## src/rtl/strap_defs.svh

```systemverilog
// Purpose: offsets, field positions, reset values and timing counts
// Assumes: 20 MHz system clock, 8-bit register byte addresses
// Notes:   definitions only
`ifndef STRAP_DEFS_SVH
`define STRAP_DEFS_SVH

// timing, figures as printed, counts derived from the clock rate
`define CLK_FREQ_HZ      20000000
`define HOLD_TIME_MS     3
`define HOLD_CYCLES      (`HOLD_TIME_MS * (`CLK_FREQ_HZ / 1000))
`define RAIL_SETTLE_US   50
`define RESET_LOW_US     50
`define RESET_LOW_CYCLES \
	((`RESET_LOW_US * (`CLK_FREQ_HZ / 1000) + 999) / 1000)

// register byte offsets
`define REG_STATUS       8'h00
`define REG_FUSE         8'h04
`define REG_STORE        8'h08
`define REG_GPIO_CTRL    8'h0C
`define REG_GPIO_IN      8'h10

// status fields
`define ST_LATCHED       0
`define ST_STRAP_A       1
`define ST_STRAP_B       2
`define ST_STRAP_DBG     3
`define ST_BOOT_LO       4
`define ST_SER_PRINT     6
`define ST_USB_PRINT     7
`define ST_DBG_LO        8
`define ST_POWERED       10

// fuse fields
`define FU_SER_LO        0
`define FU_USB_PRINT_DIS 2
`define FU_PAD_DBG_DIS   3
`define FU_USB_DBG_DIS   4
`define FU_DBG_SEL_EN    5

// gpio control fields: [2:0] out, [5:3] drive enable, [6] usb to gpio
`define GC_OUT_LO        0
`define GC_OE_LO         3
`define GC_USB_GPIO      6

// reset values
`define FUSE_RST         6'h00
`define STORE_RST        1'h0
`define GPIO_RST         7'h00

// response codes
`define RESP_OKAY        2'h0
`define RESP_SLVERR      2'h2

`endif

```

## src/rtl/strap_pkg.sv

```systemverilog
// Purpose: types shared by the strap and boot configuration block
// Assumes: nothing
// Notes:   enum codes left to the tool
package strap_pkg;

	typedef enum logic [1:0] {
		BOOT_FLASH,
		BOOT_DOWNLOAD,
		BOOT_INVALID
	} boot_mode_type;

	typedef enum logic [1:0] {
		DEBUG_USB,
		DEBUG_PINS,
		DEBUG_OFF
	} debug_src_type;

endpackage

```

## src/rtl/hold_timer.sv

```systemverilog
// Purpose: counts the strap hold window after power-on
// Assumes: clear_i high while the block is powered down or reset
// Notes:   done_o stays high until the next clear
`timescale 1ns/1ps
module hold_timer #(
	parameter int unsigned CYCLES = 60000
) (
	input  wire logic clk_i,
	input  wire logic clear_i,
	output logic      done_o
);

	localparam int unsigned CW = $clog2(CYCLES + 1);
	localparam logic [CW-1:0] LAST = CW'(CYCLES - 1);

	logic [CW-1:0] count;
	logic [CW-1:0] next_count;
	logic          next_done;

	// saturates on done, so one window per power-on
	always_comb begin
		next_count = count;
		next_done  = done_o;
		if (clear_i) begin
			next_count = '0;
			next_done  = 1'b0;
		end else if (!done_o) begin
			next_count = count + CW'(1);
			next_done  = (count == LAST);
		end
	end

	always_ff @(posedge clk_i) begin
		count  <= next_count;
		done_o <= next_done;
	end

endmodule

```

## src/rtl/strap_latch_reset_config.sv

```systemverilog
// Purpose: power-on gating, strap latching and boot configuration
// Assumes: AXI4-Lite slave, 8-bit byte address, one clock at 20 MHz
// Notes:   fuses and retained store clear only on RST_I
`timescale 1ns/1ps
`include "strap_defs.svh"

// How it works
// - the block runs while the power-on pin is high and is off while low.
// - each strap latch samples its pin at reset and keeps it to power-down.
// - latched straps change only by reset sampling and are always readable.
// - after reset handling the strap pins become ordinary general IO.
// - straps are read in the 3 ms hold window and only then released as IO.
// - the second boot-select strap gets a weak pull-up until the straps latch, the others no pull.
// - fuse bits read 0 unprogrammed and once set return to 0 only on RST_I.
// - boot mode, printing and debug source come from straps, fuses, store.
// - USB data pins stay on the USB controller until software moves them.
// - boot parameters are applied by hardware alone at power-up or reset.
// - second boot-select 1 gives flash boot, 0 with first at 1 download.
// - boot printing is off while store bit 0 is 1; at 0 the print fuses and, for serial, the first strap decide.
// - debug strap and debug fuses pick dedicated pins or USB for debug.
module strap_latch_reset_config #(
	parameter int unsigned HOLD_CYCLES = `HOLD_CYCLES
) (
	input  wire logic                    CLK_SYS_I,
	input  wire logic                    RST_I,
	input  wire logic                    POWER_ON_I,
	input  wire logic                    BOOT_SELECT_STRAP_A_I,
	output logic                         BOOT_SELECT_STRAP_A_O,
	output logic                         BOOT_SELECT_STRAP_A_OE_N_O,
	input  wire logic                    BOOT_SELECT_STRAP_B_I,
	output logic                         BOOT_SELECT_STRAP_B_O,
	output logic                         BOOT_SELECT_STRAP_B_OE_N_O,
	output logic                         BOOT_SELECT_STRAP_B_PULLUP_O,
	input  wire logic                    DEBUG_SOURCE_STRAP_I,
	output logic                         DEBUG_SOURCE_STRAP_O,
	output logic                         DEBUG_SOURCE_STRAP_OE_N_O,
	output logic                         POWERED_O,
	output logic                         CORE_RESET_O,
	output logic                         STRAPS_VALID_O,
	output strap_pkg::boot_mode_type     BOOT_MODE_O,
	output logic                         SERIAL_PRINT_EN_O,
	output logic                         USB_PRINT_EN_O,
	output strap_pkg::debug_src_type     DEBUG_SOURCE_O,
	output logic                         USB_PINS_GPIO_O,
	input  wire logic [7:0]              AWADDR_I,
	input  wire logic                    AWVALID_I,
	output logic                         AWREADY_O,
	input  wire logic [31:0]             WDATA_I,
	input  wire logic [3:0]              WSTRB_I,
	input  wire logic                    WVALID_I,
	output logic                         WREADY_O,
	output logic [1:0]                   BRESP_O,
	output logic                         BVALID_O,
	input  wire logic                    BREADY_I,
	input  wire logic [7:0]              ARADDR_I,
	input  wire logic                    ARVALID_I,
	output logic                         ARREADY_O,
	output logic [31:0]                  RDATA_O,
	output logic [1:0]                   RRESP_O,
	output logic                         RVALID_O,
	input  wire logic                    RREADY_I
);
	import strap_pkg::*;

	logic [3:0]    pin_s;
	logic          pwr_rst;
	logic          hold_done;

	// config state
	logic          latched;
	logic          strap_a;
	logic          strap_b;
	logic          strap_dbg;
	logic [5:0]    fuse;
	logic          store0;
	logic [6:0]    gpio_ctrl;
	logic [2:0]    pin_out;
	logic [2:0]    pin_oe_n;
	logic          next_latched;
	logic          next_strap_a;
	logic          next_strap_b;
	logic          next_strap_dbg;
	logic [5:0]    next_fuse;
	logic          next_store0;
	logic [6:0]    next_gpio_ctrl;
	logic [2:0]    next_pin_out;
	logic [2:0]    next_pin_oe_n;
	logic          next_powered;
	logic          next_core_rst;
	logic          next_pullup;
	boot_mode_type next_boot;
	logic          next_ser;
	logic          next_usb;
	debug_src_type next_dbg;
	boot_mode_type d_boot;
	logic          d_ser;
	debug_src_type d_dbg;

	// bus state
	logic          aw_got;
	logic          w_got;
	logic [7:0]    aw_addr;
	logic [31:0]   w_data;
	logic          w_strb0;
	logic          wr_fire;
	logic          next_aw_got;
	logic          next_w_got;
	logic [7:0]    next_aw_addr;
	logic [31:0]   next_w_data;
	logic          next_w_strb0;
	logic          next_awready;
	logic          next_wready;
	logic          next_bvalid;
	logic [1:0]    next_bresp;
	logic          next_arready;
	logic          next_rvalid;
	logic [1:0]    next_rresp;
	logic [31:0]   next_rdata;

	// pins come from outside the clock domain
	sync_bank #(
		.WIDTH (4)
	) u_sync (
		.clk_i (CLK_SYS_I),
		.rst_i (RST_I),
		.d_i   ({DEBUG_SOURCE_STRAP_I, BOOT_SELECT_STRAP_B_I,
		         BOOT_SELECT_STRAP_A_I, POWER_ON_I}),
		.q_o   (pin_s)
	);

	// power-on pin low at a clock edge holds straps, pins and core down
	assign pwr_rst = RST_I | ~pin_s[0];

	hold_timer #(
		.CYCLES (HOLD_CYCLES)
	) u_hold (
		.clk_i   (CLK_SYS_I),
		.clear_i (pwr_rst),
		.done_o  (hold_done)
	);

	assign wr_fire = aw_got & w_got & ~BVALID_O;

	// boot parameters decoded from live pins, kept only at capture
	always_comb begin
		if (pin_s[2]) begin
			d_boot = BOOT_FLASH;
		end else if (pin_s[1]) begin
			d_boot = BOOT_DOWNLOAD;
		end else begin
			d_boot = BOOT_INVALID;
		end
		case (fuse[`FU_SER_LO +: 2])
			2'h0: d_ser = 1'b1;
			2'h1: d_ser = ~pin_s[1];
			2'h2: d_ser = pin_s[1];
			default: d_ser = 1'b0;
		endcase
		case ({fuse[`FU_PAD_DBG_DIS], fuse[`FU_USB_DBG_DIS]})
			2'b00: begin
				if (fuse[`FU_DBG_SEL_EN] && !pin_s[3]) begin
					d_dbg = DEBUG_PINS;
				end else begin
					d_dbg = DEBUG_USB;
				end
			end
			2'b01: d_dbg = DEBUG_PINS;
			2'b10: d_dbg = DEBUG_USB;
			default: d_dbg = DEBUG_OFF;
		endcase
	end

	// strap capture, fuse and register updates, pin release
	always_comb begin
		next_latched   = latched;
		next_strap_a   = strap_a;
		next_strap_b   = strap_b;
		next_strap_dbg = strap_dbg;
		next_fuse      = fuse;
		next_store0    = store0;
		next_gpio_ctrl = gpio_ctrl;
		next_boot      = BOOT_MODE_O;
		next_ser       = SERIAL_PRINT_EN_O;
		next_usb       = USB_PRINT_EN_O;
		next_dbg       = DEBUG_SOURCE_O;
		next_powered   = pin_s[0];
		// core held in reset through the hold window
		next_core_rst  = pwr_rst | ~hold_done;
		// capture once per power-on, pins ignored afterwards
		if (hold_done && !latched) begin
			next_latched   = 1'b1;
			next_strap_a   = pin_s[1];
			next_strap_b   = pin_s[2];
			next_strap_dbg = pin_s[3];
			next_boot      = d_boot;
			next_ser       = d_ser & ~store0;
			next_usb       = ~store0 & ~fuse[`FU_USB_PRINT_DIS];
			next_dbg       = d_dbg;
		end
		if (wr_fire && w_strb0) begin
			case (aw_addr & 8'hFC)
				`REG_FUSE: next_fuse = fuse | w_data[5:0];
				`REG_STORE: next_store0 = w_data[0];
				`REG_GPIO_CTRL: next_gpio_ctrl = w_data[6:0];
				default: next_fuse = fuse;
			endcase
		end
		// straps are not writable: no bus path reaches them
		if (pwr_rst) begin
			next_latched   = 1'b0;
			next_strap_a   = 1'b0;
			next_strap_b   = 1'b0;
			next_strap_dbg = 1'b0;
			next_gpio_ctrl = `GPIO_RST;
			next_boot      = BOOT_INVALID;
			next_ser       = 1'b0;
			next_usb       = 1'b0;
			next_dbg       = DEBUG_OFF;
		end
		// pull-up on whenever the straps are not latched, in power-down and the hold window
		next_pullup = ~next_latched;
		if (next_latched) begin
			next_pin_out  = next_gpio_ctrl[`GC_OUT_LO +: 3];
			next_pin_oe_n = ~next_gpio_ctrl[`GC_OE_LO +: 3];
		end else begin
			next_pin_out  = 3'h0;
			next_pin_oe_n = 3'h7;
		end
	end

	always_ff @(posedge CLK_SYS_I) begin
		if (RST_I) begin
			latched                      <= 1'b0;
			strap_a                      <= 1'b0;
			strap_b                      <= 1'b0;
			strap_dbg                    <= 1'b0;
			fuse                         <= `FUSE_RST;
			store0                       <= `STORE_RST;
			gpio_ctrl                    <= `GPIO_RST;
			pin_out                      <= 3'h0;
			pin_oe_n                     <= 3'h7;
			POWERED_O                    <= 1'b0;
			CORE_RESET_O                 <= 1'b1;
			BOOT_SELECT_STRAP_B_PULLUP_O <= 1'b1;
			BOOT_MODE_O                  <= BOOT_INVALID;
			SERIAL_PRINT_EN_O            <= 1'b0;
			USB_PRINT_EN_O               <= 1'b0;
			DEBUG_SOURCE_O               <= DEBUG_OFF;
		end else begin
			latched                      <= next_latched;
			strap_a                      <= next_strap_a;
			strap_b                      <= next_strap_b;
			strap_dbg                    <= next_strap_dbg;
			fuse                         <= next_fuse;
			store0                       <= next_store0;
			gpio_ctrl                    <= next_gpio_ctrl;
			pin_out                      <= next_pin_out;
			pin_oe_n                     <= next_pin_oe_n;
			POWERED_O                    <= next_powered;
			CORE_RESET_O                 <= next_core_rst;
			BOOT_SELECT_STRAP_B_PULLUP_O <= next_pullup;
			BOOT_MODE_O                  <= next_boot;
			SERIAL_PRINT_EN_O            <= next_ser;
			USB_PRINT_EN_O               <= next_usb;
			DEBUG_SOURCE_O               <= next_dbg;
		end
	end

	// pin and flag outputs are flops already
	assign BOOT_SELECT_STRAP_A_O      = pin_out[0];
	assign BOOT_SELECT_STRAP_B_O      = pin_out[1];
	assign DEBUG_SOURCE_STRAP_O       = pin_out[2];
	assign BOOT_SELECT_STRAP_A_OE_N_O = pin_oe_n[0];
	assign BOOT_SELECT_STRAP_B_OE_N_O = pin_oe_n[1];
	assign DEBUG_SOURCE_STRAP_OE_N_O  = pin_oe_n[2];
	assign STRAPS_VALID_O             = latched;
	assign USB_PINS_GPIO_O            = gpio_ctrl[`GC_USB_GPIO];

	// write path: address and data in either order, commit a cycle later
	always_comb begin
		next_aw_got  = aw_got;
		next_w_got   = w_got;
		next_aw_addr = aw_addr;
		next_w_data  = w_data;
		next_w_strb0 = w_strb0;
		next_bvalid  = BVALID_O;
		next_bresp   = BRESP_O;
		if (AWVALID_I && AWREADY_O) begin
			next_aw_got  = 1'b1;
			next_aw_addr = AWADDR_I;
		end
		if (WVALID_I && WREADY_O) begin
			next_w_got   = 1'b1;
			next_w_data  = WDATA_I;
			next_w_strb0 = WSTRB_I[0];
		end
		if (BVALID_O && BREADY_I) begin
			next_bvalid = 1'b0;
		end
		if (wr_fire) begin
			next_aw_got = 1'b0;
			next_w_got  = 1'b0;
			next_bvalid = 1'b1;
			case (aw_addr & 8'hFC)
				`REG_STATUS, `REG_FUSE, `REG_STORE,
				`REG_GPIO_CTRL, `REG_GPIO_IN: next_bresp = `RESP_OKAY;
				default: next_bresp = `RESP_SLVERR;
			endcase
		end
		// one write in flight: stall both channels until the response
		next_awready = ~next_aw_got & ~next_bvalid;
		next_wready  = ~next_w_got & ~next_bvalid;
	end

	// read path: answer one cycle after the address is taken
	always_comb begin
		next_rvalid = RVALID_O;
		next_rresp  = RRESP_O;
		next_rdata  = RDATA_O;
		if (RVALID_O && RREADY_I) begin
			next_rvalid = 1'b0;
		end
		if (ARVALID_I && ARREADY_O) begin
			next_rvalid = 1'b1;
			next_rresp  = `RESP_OKAY;
			next_rdata  = 32'h0000_0000;
			case (ARADDR_I & 8'hFC)
				`REG_STATUS: begin
					next_rdata[`ST_LATCHED]     = latched;
					next_rdata[`ST_STRAP_A]     = strap_a;
					next_rdata[`ST_STRAP_B]     = strap_b;
					next_rdata[`ST_STRAP_DBG]   = strap_dbg;
					next_rdata[`ST_BOOT_LO +: 2] = BOOT_MODE_O;
					next_rdata[`ST_SER_PRINT]   = SERIAL_PRINT_EN_O;
					next_rdata[`ST_USB_PRINT]   = USB_PRINT_EN_O;
					next_rdata[`ST_DBG_LO +: 2] = DEBUG_SOURCE_O;
					next_rdata[`ST_POWERED]     = POWERED_O;
				end
				`REG_FUSE: next_rdata[5:0] = fuse;
				`REG_STORE: next_rdata[0] = store0;
				`REG_GPIO_CTRL: next_rdata[6:0] = gpio_ctrl;
				`REG_GPIO_IN: next_rdata[2:0] = pin_s[3:1];
				default: next_rresp = `RESP_SLVERR;
			endcase
		end
		next_arready = ~next_rvalid;
	end

	always_ff @(posedge CLK_SYS_I) begin
		if (RST_I) begin
			aw_got    <= 1'b0;
			w_got     <= 1'b0;
			aw_addr   <= 8'h00;
			w_data    <= 32'h0000_0000;
			w_strb0   <= 1'b0;
			AWREADY_O <= 1'b1;
			WREADY_O  <= 1'b1;
			BVALID_O  <= 1'b0;
			BRESP_O   <= `RESP_OKAY;
			ARREADY_O <= 1'b1;
			RVALID_O  <= 1'b0;
			RRESP_O   <= `RESP_OKAY;
			RDATA_O   <= 32'h0000_0000;
		end else begin
			aw_got    <= next_aw_got;
			w_got     <= next_w_got;
			aw_addr   <= next_aw_addr;
			w_data    <= next_w_data;
			w_strb0   <= next_w_strb0;
			AWREADY_O <= next_awready;
			WREADY_O  <= next_wready;
			BVALID_O  <= next_bvalid;
			BRESP_O   <= next_bresp;
			ARREADY_O <= next_arready;
			RVALID_O  <= next_rvalid;
			RRESP_O   <= next_rresp;
			RDATA_O   <= next_rdata;
		end
	end

endmodule

```

## src/rtl/sync_bank.sv

```systemverilog
// Purpose: two flip-flop synchroniser for a bank of pin levels
// Assumes: levels only, no pulses narrower than two clocks
// Notes:   first stage feeds only the second
`timescale 1ns/1ps
module sync_bank #(
	parameter int unsigned WIDTH = 4
) (
	input  wire logic             clk_i,
	input  wire logic             rst_i,
	input  wire logic [WIDTH-1:0] d_i,
	output logic      [WIDTH-1:0] q_o
);

	logic [WIDTH-1:0] meta;
	logic [WIDTH-1:0] next_meta;
	logic [WIDTH-1:0] next_q;

	// plain shift, nothing else looks at meta
	always_comb begin
		next_meta = d_i;
		next_q    = meta;
	end

	always_ff @(posedge clk_i) begin
		if (rst_i) begin
			meta <= '0;
			q_o  <= '0;
		end else begin
			meta <= next_meta;
			q_o  <= next_q;
		end
	end

endmodule

```

## config.mk

```make
export PLATFORM = sky130hd
export DESIGN_NAME = strap_latch_reset_config
export DESIGN_NICKNAME = d
export VERILOG_FILES = /design/src/rtl/strap_pkg.sv /design/src/rtl/hold_timer.sv /design/src/rtl/strap_latch_reset_config.sv /design/src/rtl/sync_bank.sv
export VERILOG_INCLUDE_DIRS = /design/src /design/src/rtl
export SDC_FILE = /design/constraint.sdc
export NUM_CORES = 1
export LEC_CHECK = 0
export ABC_AREA = 1
export CORE_MARGIN = 5
export CORE_UTILIZATION = 35
export DETAILED_ROUTE_END_ITERATION = 16
export DONT_BUFFER_PORTS = 1
export MAX_ROUTING_LAYER = met4
export PLACE_DENSITY = 0.49
export SYNTH_ARGS = -nofsm -noshare
export SYNTH_HDL_FRONTEND = slang
export SYNTH_SLANG_ARGS = --single-unit
```

## constraint.sdc

```tcl
create_clock -name CLK_SYS_I -period 4.01 [get_ports CLK_SYS_I]
set_input_delay 0.802 -clock CLK_SYS_I [delete_from_list [all_inputs] [get_ports CLK_SYS_I]]
set_output_delay 0.802 -clock CLK_SYS_I [all_outputs]
set_load 0.005 [all_outputs]
```

Word level (Yosys, flattened, before mapping)
Index checks and enable logic that the tools add are counted.
{ "classes": {"eq_ne": 13, "reduce_logical": 21, "add_sub_neg": 1, "n_mux": 26, "n_bitwise": 21} }
{ "op_table": {"columns": ["op", "n"], "rows": [
  ["== test 6 x 2 -> 1 bit, second input constant", 4],
  ["2-to-1 mux 6 bit", 3],
  ["adder 16 x 1 -> 16 bit, second input constant", 1],
  ["== test 16 bit, second input constant", 1],
  ["logical NOT 8 bit", 2],
  ["== test 6 x 1 -> 1 bit, second input constant", 2],
  ["== test 6 x 3 -> 1 bit, second input constant", 2],
  ["2-to-1 mux 1 bit", 12],
  ["NOT 1 bit", 11],
  ["OR reduction 5 bit", 2],
  ["one-hot mux 3 bit (3 select lines)", 1],
  ["logical AND 1 bit", 8],
  ["2-to-1 mux 2 bit", 4],
  ["one-hot mux 2 bit (4 select lines)", 1],
  ["AND 1 bit", 6],
  ["bitwise OR 6 bit", 1],
  ["one-hot mux 2 bit (3 select lines)", 1],
  ["AND reduction 2 bit", 3],
  ["one-hot mux 1 bit (5 select lines)", 1],
  ["== test 2 x 1 -> 1 bit, second input constant", 2],
  ["== test 2 bit, second input constant", 2],
  ["logical NOT 2 bit", 2],
  ["2-to-1 mux 4 bit", 1],
  ["OR reduction 2 bit", 2],
  ["5 further kinds", 7]
]} }
{ "word_totals": {"regBits": 96, "in_bits": 63} }

Logic depth before layout (Yosys ltp)
Gate-level depths: netlist of run 1.
{ "depth": {"word_depth": 6, "ltp_mapped": 11} }

Modules after synthesis
A second synthesis of run 1 with hierarchy kept.
{ "unflattened": {"hier_cells": 524, "area_unflattened_um2": 3866.2} }
{ "by_module_without_submodules": {"columns": ["mod", "area_per_inst_um2", "cells_each", "n_inst"], "rows": [
  ["strap_latch_reset_config", 2727.6, 360, 1],
  ["hold_timer", 907.1, 139, 1],
  ["sync_bank", 231.5, 25, 1]
]} }

Least setup slack after synthesis of run 1
Ideal clock, no wire load.
{ "synth_timing": {"kind": "input -> register", "startpoint": "input ARVALID_I", "endpoint": "register RDATA_O[6]", "path_buffers": 1, "setup_slack_ps": 2360, "arrival_time_ps": 1534, "required_ps": 3894, "path_stages": 5, "cell_sequence": "nand2_1 > clkinv_1 > buf_2 > o211ai_1 > inv_1"} }
{ "synth_between": {"elab_chain_cells": 1} }
{ "synth_lines": {"columns": ["element", "line", "source"], "rows": [
  ["from (decl)", "strap_latch_reset_config.sv:56", "input wire logic ARVALID_I,"],
  ["logical AND 1 bit", "strap_latch_reset_config.sv:323", "if (ARVALID_I && ARREADY_O) begin"],
  ["to (signal assigned)", "strap_latch_reset_config.sv:377", "RDATA_O <= next_rdata;"],
  ["to (decl)", "strap_latch_reset_config.sv:58", "output logic [31:0] RDATA_O,"]
]} }
No other way between the ends.
A chain may end at the register's enable or synchronous reset.

Worst setup path after layout of run 1
{ "layout_timing": {"startpoint": "input RST_I", "endpoint": "register pin_oe_n[0]"} }
{ "layout_between": {"elab_chain_cells": 4} }
{ "layout_lines": {"columns": ["element", "line", "source"], "rows": [
  ["from (decl)", "strap_latch_reset_config.sv:25", "input wire logic RST_I,"],
  ["bitwise OR 1 bit", "strap_latch_reset_config.sv:132", "assign pwr_rst = RST_I | ~pin_s[0];"],
  ["2-to-1 mux 1 bit", "strap_latch_reset_config.sv:209", "if (pwr_rst) begin"],
  ["NOT 1 bit (no line)", null, null],
  ["OR reduction 2 bit (no line)", null, null],
  ["to (signal assigned)", "strap_latch_reset_config.sv:258", "pin_oe_n <= next_pin_oe_n;"],
  ["to (decl)", "strap_latch_reset_config.sv:78", "logic [2:0] pin_oe_n;"]
]} }
Several ways; a longest one is shown, not always the timed one.

==> out/results.tsv, run 1 <==
metric	value	unit
antenna_found_initial	0	
final_common_cell	dfxtp_1	
worst_pin_slew	0.502	ns
critical_path_arrival	2.10	ns
min_path_cells	2	
rr_startpoint	ARREADY_O	
maxCapViolations	0	
seq_area	1840	µm²
synth-edff-count	0	
wirelength	8.84	mm
setup_tns	0	ns
crit_fanout	27	
synth_compound_area_frac	0.132	
max_slew_margin	0.663	
routedWlPerCell	13.9	µm
synth_fa_ha_area_frac	0.00326	
cts_setup_buffers	0	
start_kind	primary input	
grt_pass1_vias	2790	
total_power	1.67	mW
finClkSkew	0.0143	ns
status	finished clean	
hpwl	6.58	mm
cellPowerDensity	411	nW/µm²
clkTransAtPathRegs	0.09	ns
io_buffers	0	
ios	121	
finalHoldViolCount	0	
firstDrtPassIters	4	
ctsHoldBuffers	0	
yosys.area_share.simple	0.263	
nets	555	
synthXorXnorAreaFrac	0	
dp.cells	620	
rsz0062_at_grt	false	
cts_tree	done	
vias	2928	
overflow	0	
grt_start_max_net_pins	28	
drtAntennaViolNets	0	
vias_per_cell	4.62	
fillers	1128	
multi_input_area	1610	µm²
reg2regPathDepth	4	
cp-end-kind	flop	
period_share	0.459	
report.final.setup_viol	0	
dieWidth	115	µm
post_cts_resized	0	
r2r_slack	2.52	ns
hp-class	flop to flop	
layout-drive-gt1-share	0.107	
grt_first_pass_wirelength	14.1	mm
drt_iter0_drc	169	
fmax	0.544	GHz
dieArea	13100	µm²
clock-sinks	92	
ys_warn_count	0	
holdPathEnd	u_sync.q_o[0]	
synth_ff_type	dfxtp_1	
critical_path_required	4.27	ns
fp-row-count	38	
holdCritStartpoint	u_sync.meta[0]	
synth.avg_cell_area	7.82	µm²
crit_type	primary input to flop	
cts_made_buffers	9	
initial_utilization	0.355	
syn_inst	490	
layout_common_cells	92 x dfxtp_1, 75 x nor2_1, 67 x nand2_1	
async_flop_share	0	
htreeDepth	3	
ys_ff_latch	92	
clockRootBuffer	clkbuf_8	
design.core.area	10800	µm²
area_growth	5.78	%
drc_errors	0	
die_y	115	µm
diodes	0	
synth.distinct_cells	35	
rr_endpoint	RDATA_O[8]	
synthMuxAreaShare	0	
grtUsageTotal	0.143	
synth_top_family_by_area	simple AND/OR/NAND/NOR gates	
gp_congestion	0.871	
period_minus_slack	1.84	ns
syn-cell-area	3830	µm²
cts_buffer_depth	2	
clkLatencyLatePin	0.36	ns
leakagePower	1.60	nW
ys_seq_area_frac	0.480	
instances_no_fill	634	
drv_slew	0	
irDropWorstVdd	0.204	mV
registers in the layout (all words and copies together) (netlist names), 4 cells and up:
name and cells:
aw_addr 6, gpio_ctrl 7, w_data 7, fuse 6
u_sync.q_o 4, u_hold.count 16, RDATA_O 11, u_sync.meta 4
per-layer routing:
| layer | track usage | vias up | part of all wire |
|---|---|---|---|
| li1 | - | 1531 | - |
| met4 | 0.0475 | 0 | 0.0080 |
| met2 | 0.210 | 61 | 0.45 |
| met3 | 0.0470 | 7 | 0.060 |
| met1 | 0.184 | 1329 | 0.48 |
| met5 | - | - | 0 |
worst max path at each step:
stage,startpoint,end,slack [ns]
2_1_floorplan,ARVALID_I,RDATA_O[6],2.36
3_3_place_gp,RST_I,pin_oe_n[0],1.77
3_5_place_dp,RST_I,pin_oe_n[0],1.75
4_1_cts,RST_I,pin_oe_n[0],2.16
5_1_grt,RST_I,pin_oe_n[1],2.01
6_report,RST_I,pin_oe_n[0],2.17
synthesized netlist by cell type (3+ instances only):
library cell,count,area share
a21oi_1,44,0.057
a31oi_1,3,0.0049
buf_4,24,0.047
clkbuf_1,5,0.0049
dfxtp_1,92,0.48
inv_1,52,0.051
inv_2,9,0.0088
nand2_1,67,0.066
nand2_2,3,0.0049
nand2_4,3,0.0088
nand3_1,20,0.026
nand3_2,3,0.0078
nand4_1,11,0.018
nor2_1,75,0.073
nor2_2,8,0.013
nor2_4,5,0.015
nor3_1,5,0.0065
o21ai_0,38,0.050
o21ai_1,3,0.0039
worst max-delay path, stage by stage:
cell,delay (ns)
inv_2,0.28
nand2_4,0.20
inv_2,0.42
o21ai_1,0.15
nor2_2,0.15
nand2_1,0.09
cell type report:
cell class	instances	area share
multi-input cells	325	0.398
inverters	63	0.0589
clock inverters	5	0.0154
flip-flops and latches	92	0.454
well taps	140	0.0432
clock buffers	9	0.0305
per-stage QoR:
step | utilization | worst slack [ns] | hold WS [ns] | instance area (µm²)
floorplan | - | 2.36 | 0.388 | 3920
global placement | 0.358 | 1.77 | 0.392 | 3870
detailed placement | 0.358 | 1.75 | 0.395 | 3870
CTS | 0.376 | 2.16 | 0.409 | 4060
global route | 0.376 | 2.01 | 0.421 | 4060
finish | 0.376 | 2.17 | 0.407 | 4060
logic make-up after synthesis:
logic type / count (synthesis)
AO/OA/AOI/OAI: 95
adder cells (fa/ha/maj): 1
buffers and inverters: 95
flip-flops: 92
other: 1
AND/OR/NAND/NOR: 206
report_power, final:
group	internal (mW)	switching, mW	total (mW)
combinational	0.0237	0.0595	0.0832
clock	0.285	0.332	0.616
sequential	0.944	0.0231	0.967
total	1.25	0.414	1.67
(Power assumes the default switching activity.)
==> run 2: changes to the inputs <==
Clock period 4.01 ns to 1.7 ns, I/O delays scaled along.
==> out/results.tsv, run 2 (synthesis results as in run 1) <==
metric	value	unit
rr_startpoint	u_hold.count[0]	
cts_setup_buffers	0	
firstDrtPassIters	4	
setup_tns	0	ns
largest_reg_flops	16	
post_cts_resized	0	
setup.worst_path.start	u_hold.count[0]	
drtAntennaViolNets	0	
dieWidth	115	µm
holdCritStartpoint	RST_I	
ctsHoldBuffers	2	
fillers	1123	
dieArea	13100	µm²
nets	564	
finalInstanceArea	4130	µm²
cts_made_buffers	9	
report.final.setup_viol	0	
die_y	115	µm
crit_fanout	4	
routedWlPerCell	14.0	µm
diodes	0	
multi_input_area	1610	µm²
layout-drive-gt1-share	0.121	
rsz0062_at_grt	false	
clkTransAtPathRegs	0.09	ns
leakagePower	1.65	nW
cts_buffer_depth	2	
overflow	0	
r2r_slack	0.24	ns
critical_path_required	1.97	ns
cts_tree	done	
clock-sinks	92	
io_buffers	0	
antenna_found_initial	0	
grt_pass1_vias	2786	
vias_per_cell	4.65	
cp-end-kind	flop	
grt_first_pass_wirelength	13.8	mm
grtUsageTotal	0.141	
critical_path_arrival	1.74	ns
cellPowerDensity	952	nW/µm²
clkLatencyLatePin	0.38	ns
maxCapViolations	0	
area_growth	7.77	%
gp_congestion	0.878	
vias	3000	
period_share	0.860	
top_regs	u_hold.count x16, RDATA_O x11	
fp-row-count	38	
drt_iter0_drc	167	
irDropWorstVdd	0.411	mV
wirelength	9.02	mm
layout_common_cells	92 x dfxtp_1, 75 x nor2_1, 67 x nand2_1	
grt_start_max_net_pins	23	
initial_utilization	0.355	
hp-class	primary input to flop	
ios	121	
start_kind	flop	
finalHoldViolCount	0	
fmax	0.684	GHz
seq_area	1840	µm²
status	finished clean	
period_minus_slack	1.46	ns
top_register	u_hold.count	
finClkSkew	0.0138	ns
hpwl	6.77	mm
drv_slew	0	
post_dp_cell_area	3910	µm²
crit_type	flop to flop	
clockRootBuffer	clkbuf_8	
htreeDepth	3	
drc_errors	0	
design.core.area	10800	µm²
final_common_cell	dfxtp_1	
==> run 2: changes by cell type in the layout (fill, tap and decap cells not counted), sizes merged <==
cell and change:
buf +6, dlygate4sd3 +3, inv +3, bufinv -1
==> run 2: power by group <==
part | switching (mW) | leakage, nW | total [mW] | internal (mW)
sequential | 0.0545 | 0.750 | 2.28 | 2.23
clock | 0.867 | 0.0903 | 1.43 | 0.564
combinational | 0.149 | 0.809 | 0.220 | 0.0712
==> run 2: per-stage QoR <==
step | setup WS, ns | std cells | total power, mW | hold slack [ns] | utilization
6_report | 0.238 | 645 | 3.93 | 0.0276 | 0.383
5_1_grt | 0.115 | 645 | 4.12 | 0.00114 | 0.383
4_1_cts | 0.233 | 644 | 3.99 | 0.0000670 | 0.382
3_5_place_dp | 0.244 | 626 | 2.54 | 0.395 | 0.363
3_3_place_gp | 0.262 | 626 | 2.54 | 0.394 | 0.363
2_1_floorplan | 0.404 | 512 | 2.52 | 0.388 | -
==> run 2: final timing paths <==
kind,depth (start not counted),to
setup / recovery,10,u_hold.count[14]
setup reg to reg,10,u_hold.count[14]
hold / removal,1,RDATA_O[5]
hold reg to reg,2,u_sync.q_o[3]
==> run 2: layout make-up <==
type / count / area share
Multi-Input combinational cell: 325 / 0.390
Clock buffer: 9 / 0.0300
Inverter: 63 / 0.0578
Timing Repair Buffer: 9 / 0.0182
Clock inverter: 7 / 0.0154
Tap cell: 140 / 0.0424
Sequential cell: 92 / 0.446
==> run 2: routing by layer <==
metal,wire length [µm],GRT usage,up-vias
met1,4000,0.169,1328
met2,4020,0.211,98
met4,238,0.0633,0
met5,0,-,-
met3,753,0.0534,15
li1,-,-,1559
==> run 2: worst max-delay path, cell delays in order (launching register included) <==
cell and delay, ns:
dfxtp_1 0.38, ha_1 0.18, nand2_1 0.05, inv_1 0.13, nand2_4 0.07, nor2_4 0.12, nand2_4 0.08, nor2_4 0.14
nand3_1 0.09, nand2_1 0.07, nor2_1 0.04
==> run 3: changes to the inputs <==
Settings changed: PLACE_DENSITY 0.49 to 0.51.
==> out/results.tsv, run 3 (synthesis results as in run 1) <==
metric	value	unit
top_register	u_hold.count	
clock-sinks	92	
leakagePower	1.63	nW
overflow	0	
design.core.area	10800	µm²
gp_congestion	0.828	
crit_chain	ha_1 -> nand2_1 -> inv_1 -> nand2_4 -> nor2_4 -> nand2_4 -> nor2_4 -> nand3_1 -> nand2_1 -> nor2_1	
clockRootBuffer	clkbuf_8	
finalHoldViolCount	0	
path_depth	10	
final_common_cell	dfxtp_1	
drv_slew	0	
total_power	3.86	mW
start_kind	flop	
grt_first_pass_wirelength	14.2	mm
rsz0062_at_grt	false	
crit_type	flop to flop	
vias_per_cell	4.69	
hpwl	6.66	mm
vias	3009	
antenna_found_initial	0	
maxCapViolations	0	
largest_reg_flops	16	
cellPowerDensity	944	nW/µm²
reg2regPathDepth	10	
cp-end-kind	flop	
period_minus_slack	1.44	ns
dieArea	13100	µm²
clkLatencyLatePin	0.38	ns
fmax	0.695	GHz
grtUsageTotal	0.143	
ios	121	
io_buffers	0	
top_regs	u_hold.count x16, RDATA_O x11	
critical-path-top-delay-family	simple AND/OR/NAND/NOR gates	
critPathBufInv	1	
irDropWorstVdd	0.757	mV
drt_iter0_drc	151	
diodes	0	
dieWidth	115	µm
dp.cells	625	
critical_path_arrival	1.71	ns
seq_area	1840	µm²
routedWlPerCell	14.1	µm
die_y	115	µm
drc_errors	0	
report.final.setup_viol	0	
clkTransAtPathRegs	0.10	ns
critical_path_required	1.97	ns
layout_common_cells	92 x dfxtp_1, 75 x nor2_1, 67 x nand2_1	
cts_setup_buffers	0	
grt_start_max_net_pins	26	
fillers	1141	
area_growth	6.69	%
slowest_stage	dfxtp_1	
hp-class	primary input to flop	
wirelength	9.07	mm
finClkSkew	0.0141	ns
cts_buffer_depth	2	
cts_tree	done	
initial_utilization	0.355	
min_path_cells	1	
fp-row-count	38	
setup_tns	0	ns
crit_path_max_incr_delay	0.38	ns
grt_pass1_vias	2812	
cts_made_buffers	9	
nets	561	
layout-drive-gt1-share	0.118	
crit_fanout	4	
htreeDepth	3	
period_share	0.847	
post_cts_resized	0	
drtAntennaViolNets	0	
ctsHoldBuffers	0	
multi_input_area	1610	µm²
status	finished clean	
firstDrtPassIters	4	
instances_no_fill	642	
[run 3: cell count changes in the layout (fill, tap and decap cells not counted)]
cell / before / now
clkinv_4: 1 / 0
inv_6: 2 / 3
inv_8: 2 / 0
clkbuf_1: 0 / 1
dlygate4sd3_1: 3 / 1
buf_4: 6 / 5
clkinv_2: 0 / 1
[run 3: path summary, 6_finish.rpt]
| path | start | end | slack, ns |
|---|---|---|---|
| setup reg to reg | u_hold.count[0] | u_hold.count[14] | 0.26 |
| hold / removal | RST_I | fuse[2] | 0.02 |
| setup / recovery | u_hold.count[0] | u_hold.count[14] | 0.26 |
| hold reg to reg | u_sync.meta[3] | u_sync.q_o[3] | 0.41 |
[run 3: worst reg2reg max path, stage by stage, from the launching register on]
cell,delay (ns)
dfxtp_1,0.38
ha_1,0.18
nand2_1,0.05
inv_1,0.13
nand2_4,0.07
nor2_4,0.13
nand2_4,0.08
nor2_4,0.13
nand3_1,0.09
nand2_1,0.07
nor2_1,0.04
[run 3: metal layers]
metal	part of all wire	wire, µm	GRT usage
met1	0.46	4200	0.180
met5	0	0	-
met4	0.015	133	0.0491
met3	0.064	577	0.0465
met2	0.46	4160	0.215
[run 3: cell type report]
cell class,instances,area share
clock buffers,10,0.0312
clock inverters,6,0.0113
inverters,63,0.0584
multi-input cells,325,0.394
flip-flops and latches,92,0.450
well taps,140,0.0428
repair buffers,6,0.0116
[run 3: metrics by stage]
step | setup slack [ns] | utilization | hold WS (ns) | cell area [µm²]
2_1_floorplan | 0.404 | - | 0.388 | 3920
3_3_place_gp | 0.265 | 0.362 | 0.394 | 3910
3_5_place_dp | 0.260 | 0.362 | 0.393 | 3910
4_1_cts | 0.249 | 0.378 | 0.000253 | 4080
5_1_grt | 0.0699 | 0.379 | 0.000965 | 4090
6_report | 0.260 | 0.379 | 0.0194 | 4090
[run 3: report_power, final]
| part | switching [mW] | total, mW | internal, mW |
|---|---|---|---|
| clock | 0.824 | 1.37 | 0.545 |
| combinational | 0.146 | 0.212 | 0.0660 |
| sequential | 0.0533 | 2.28 | 2.23 |
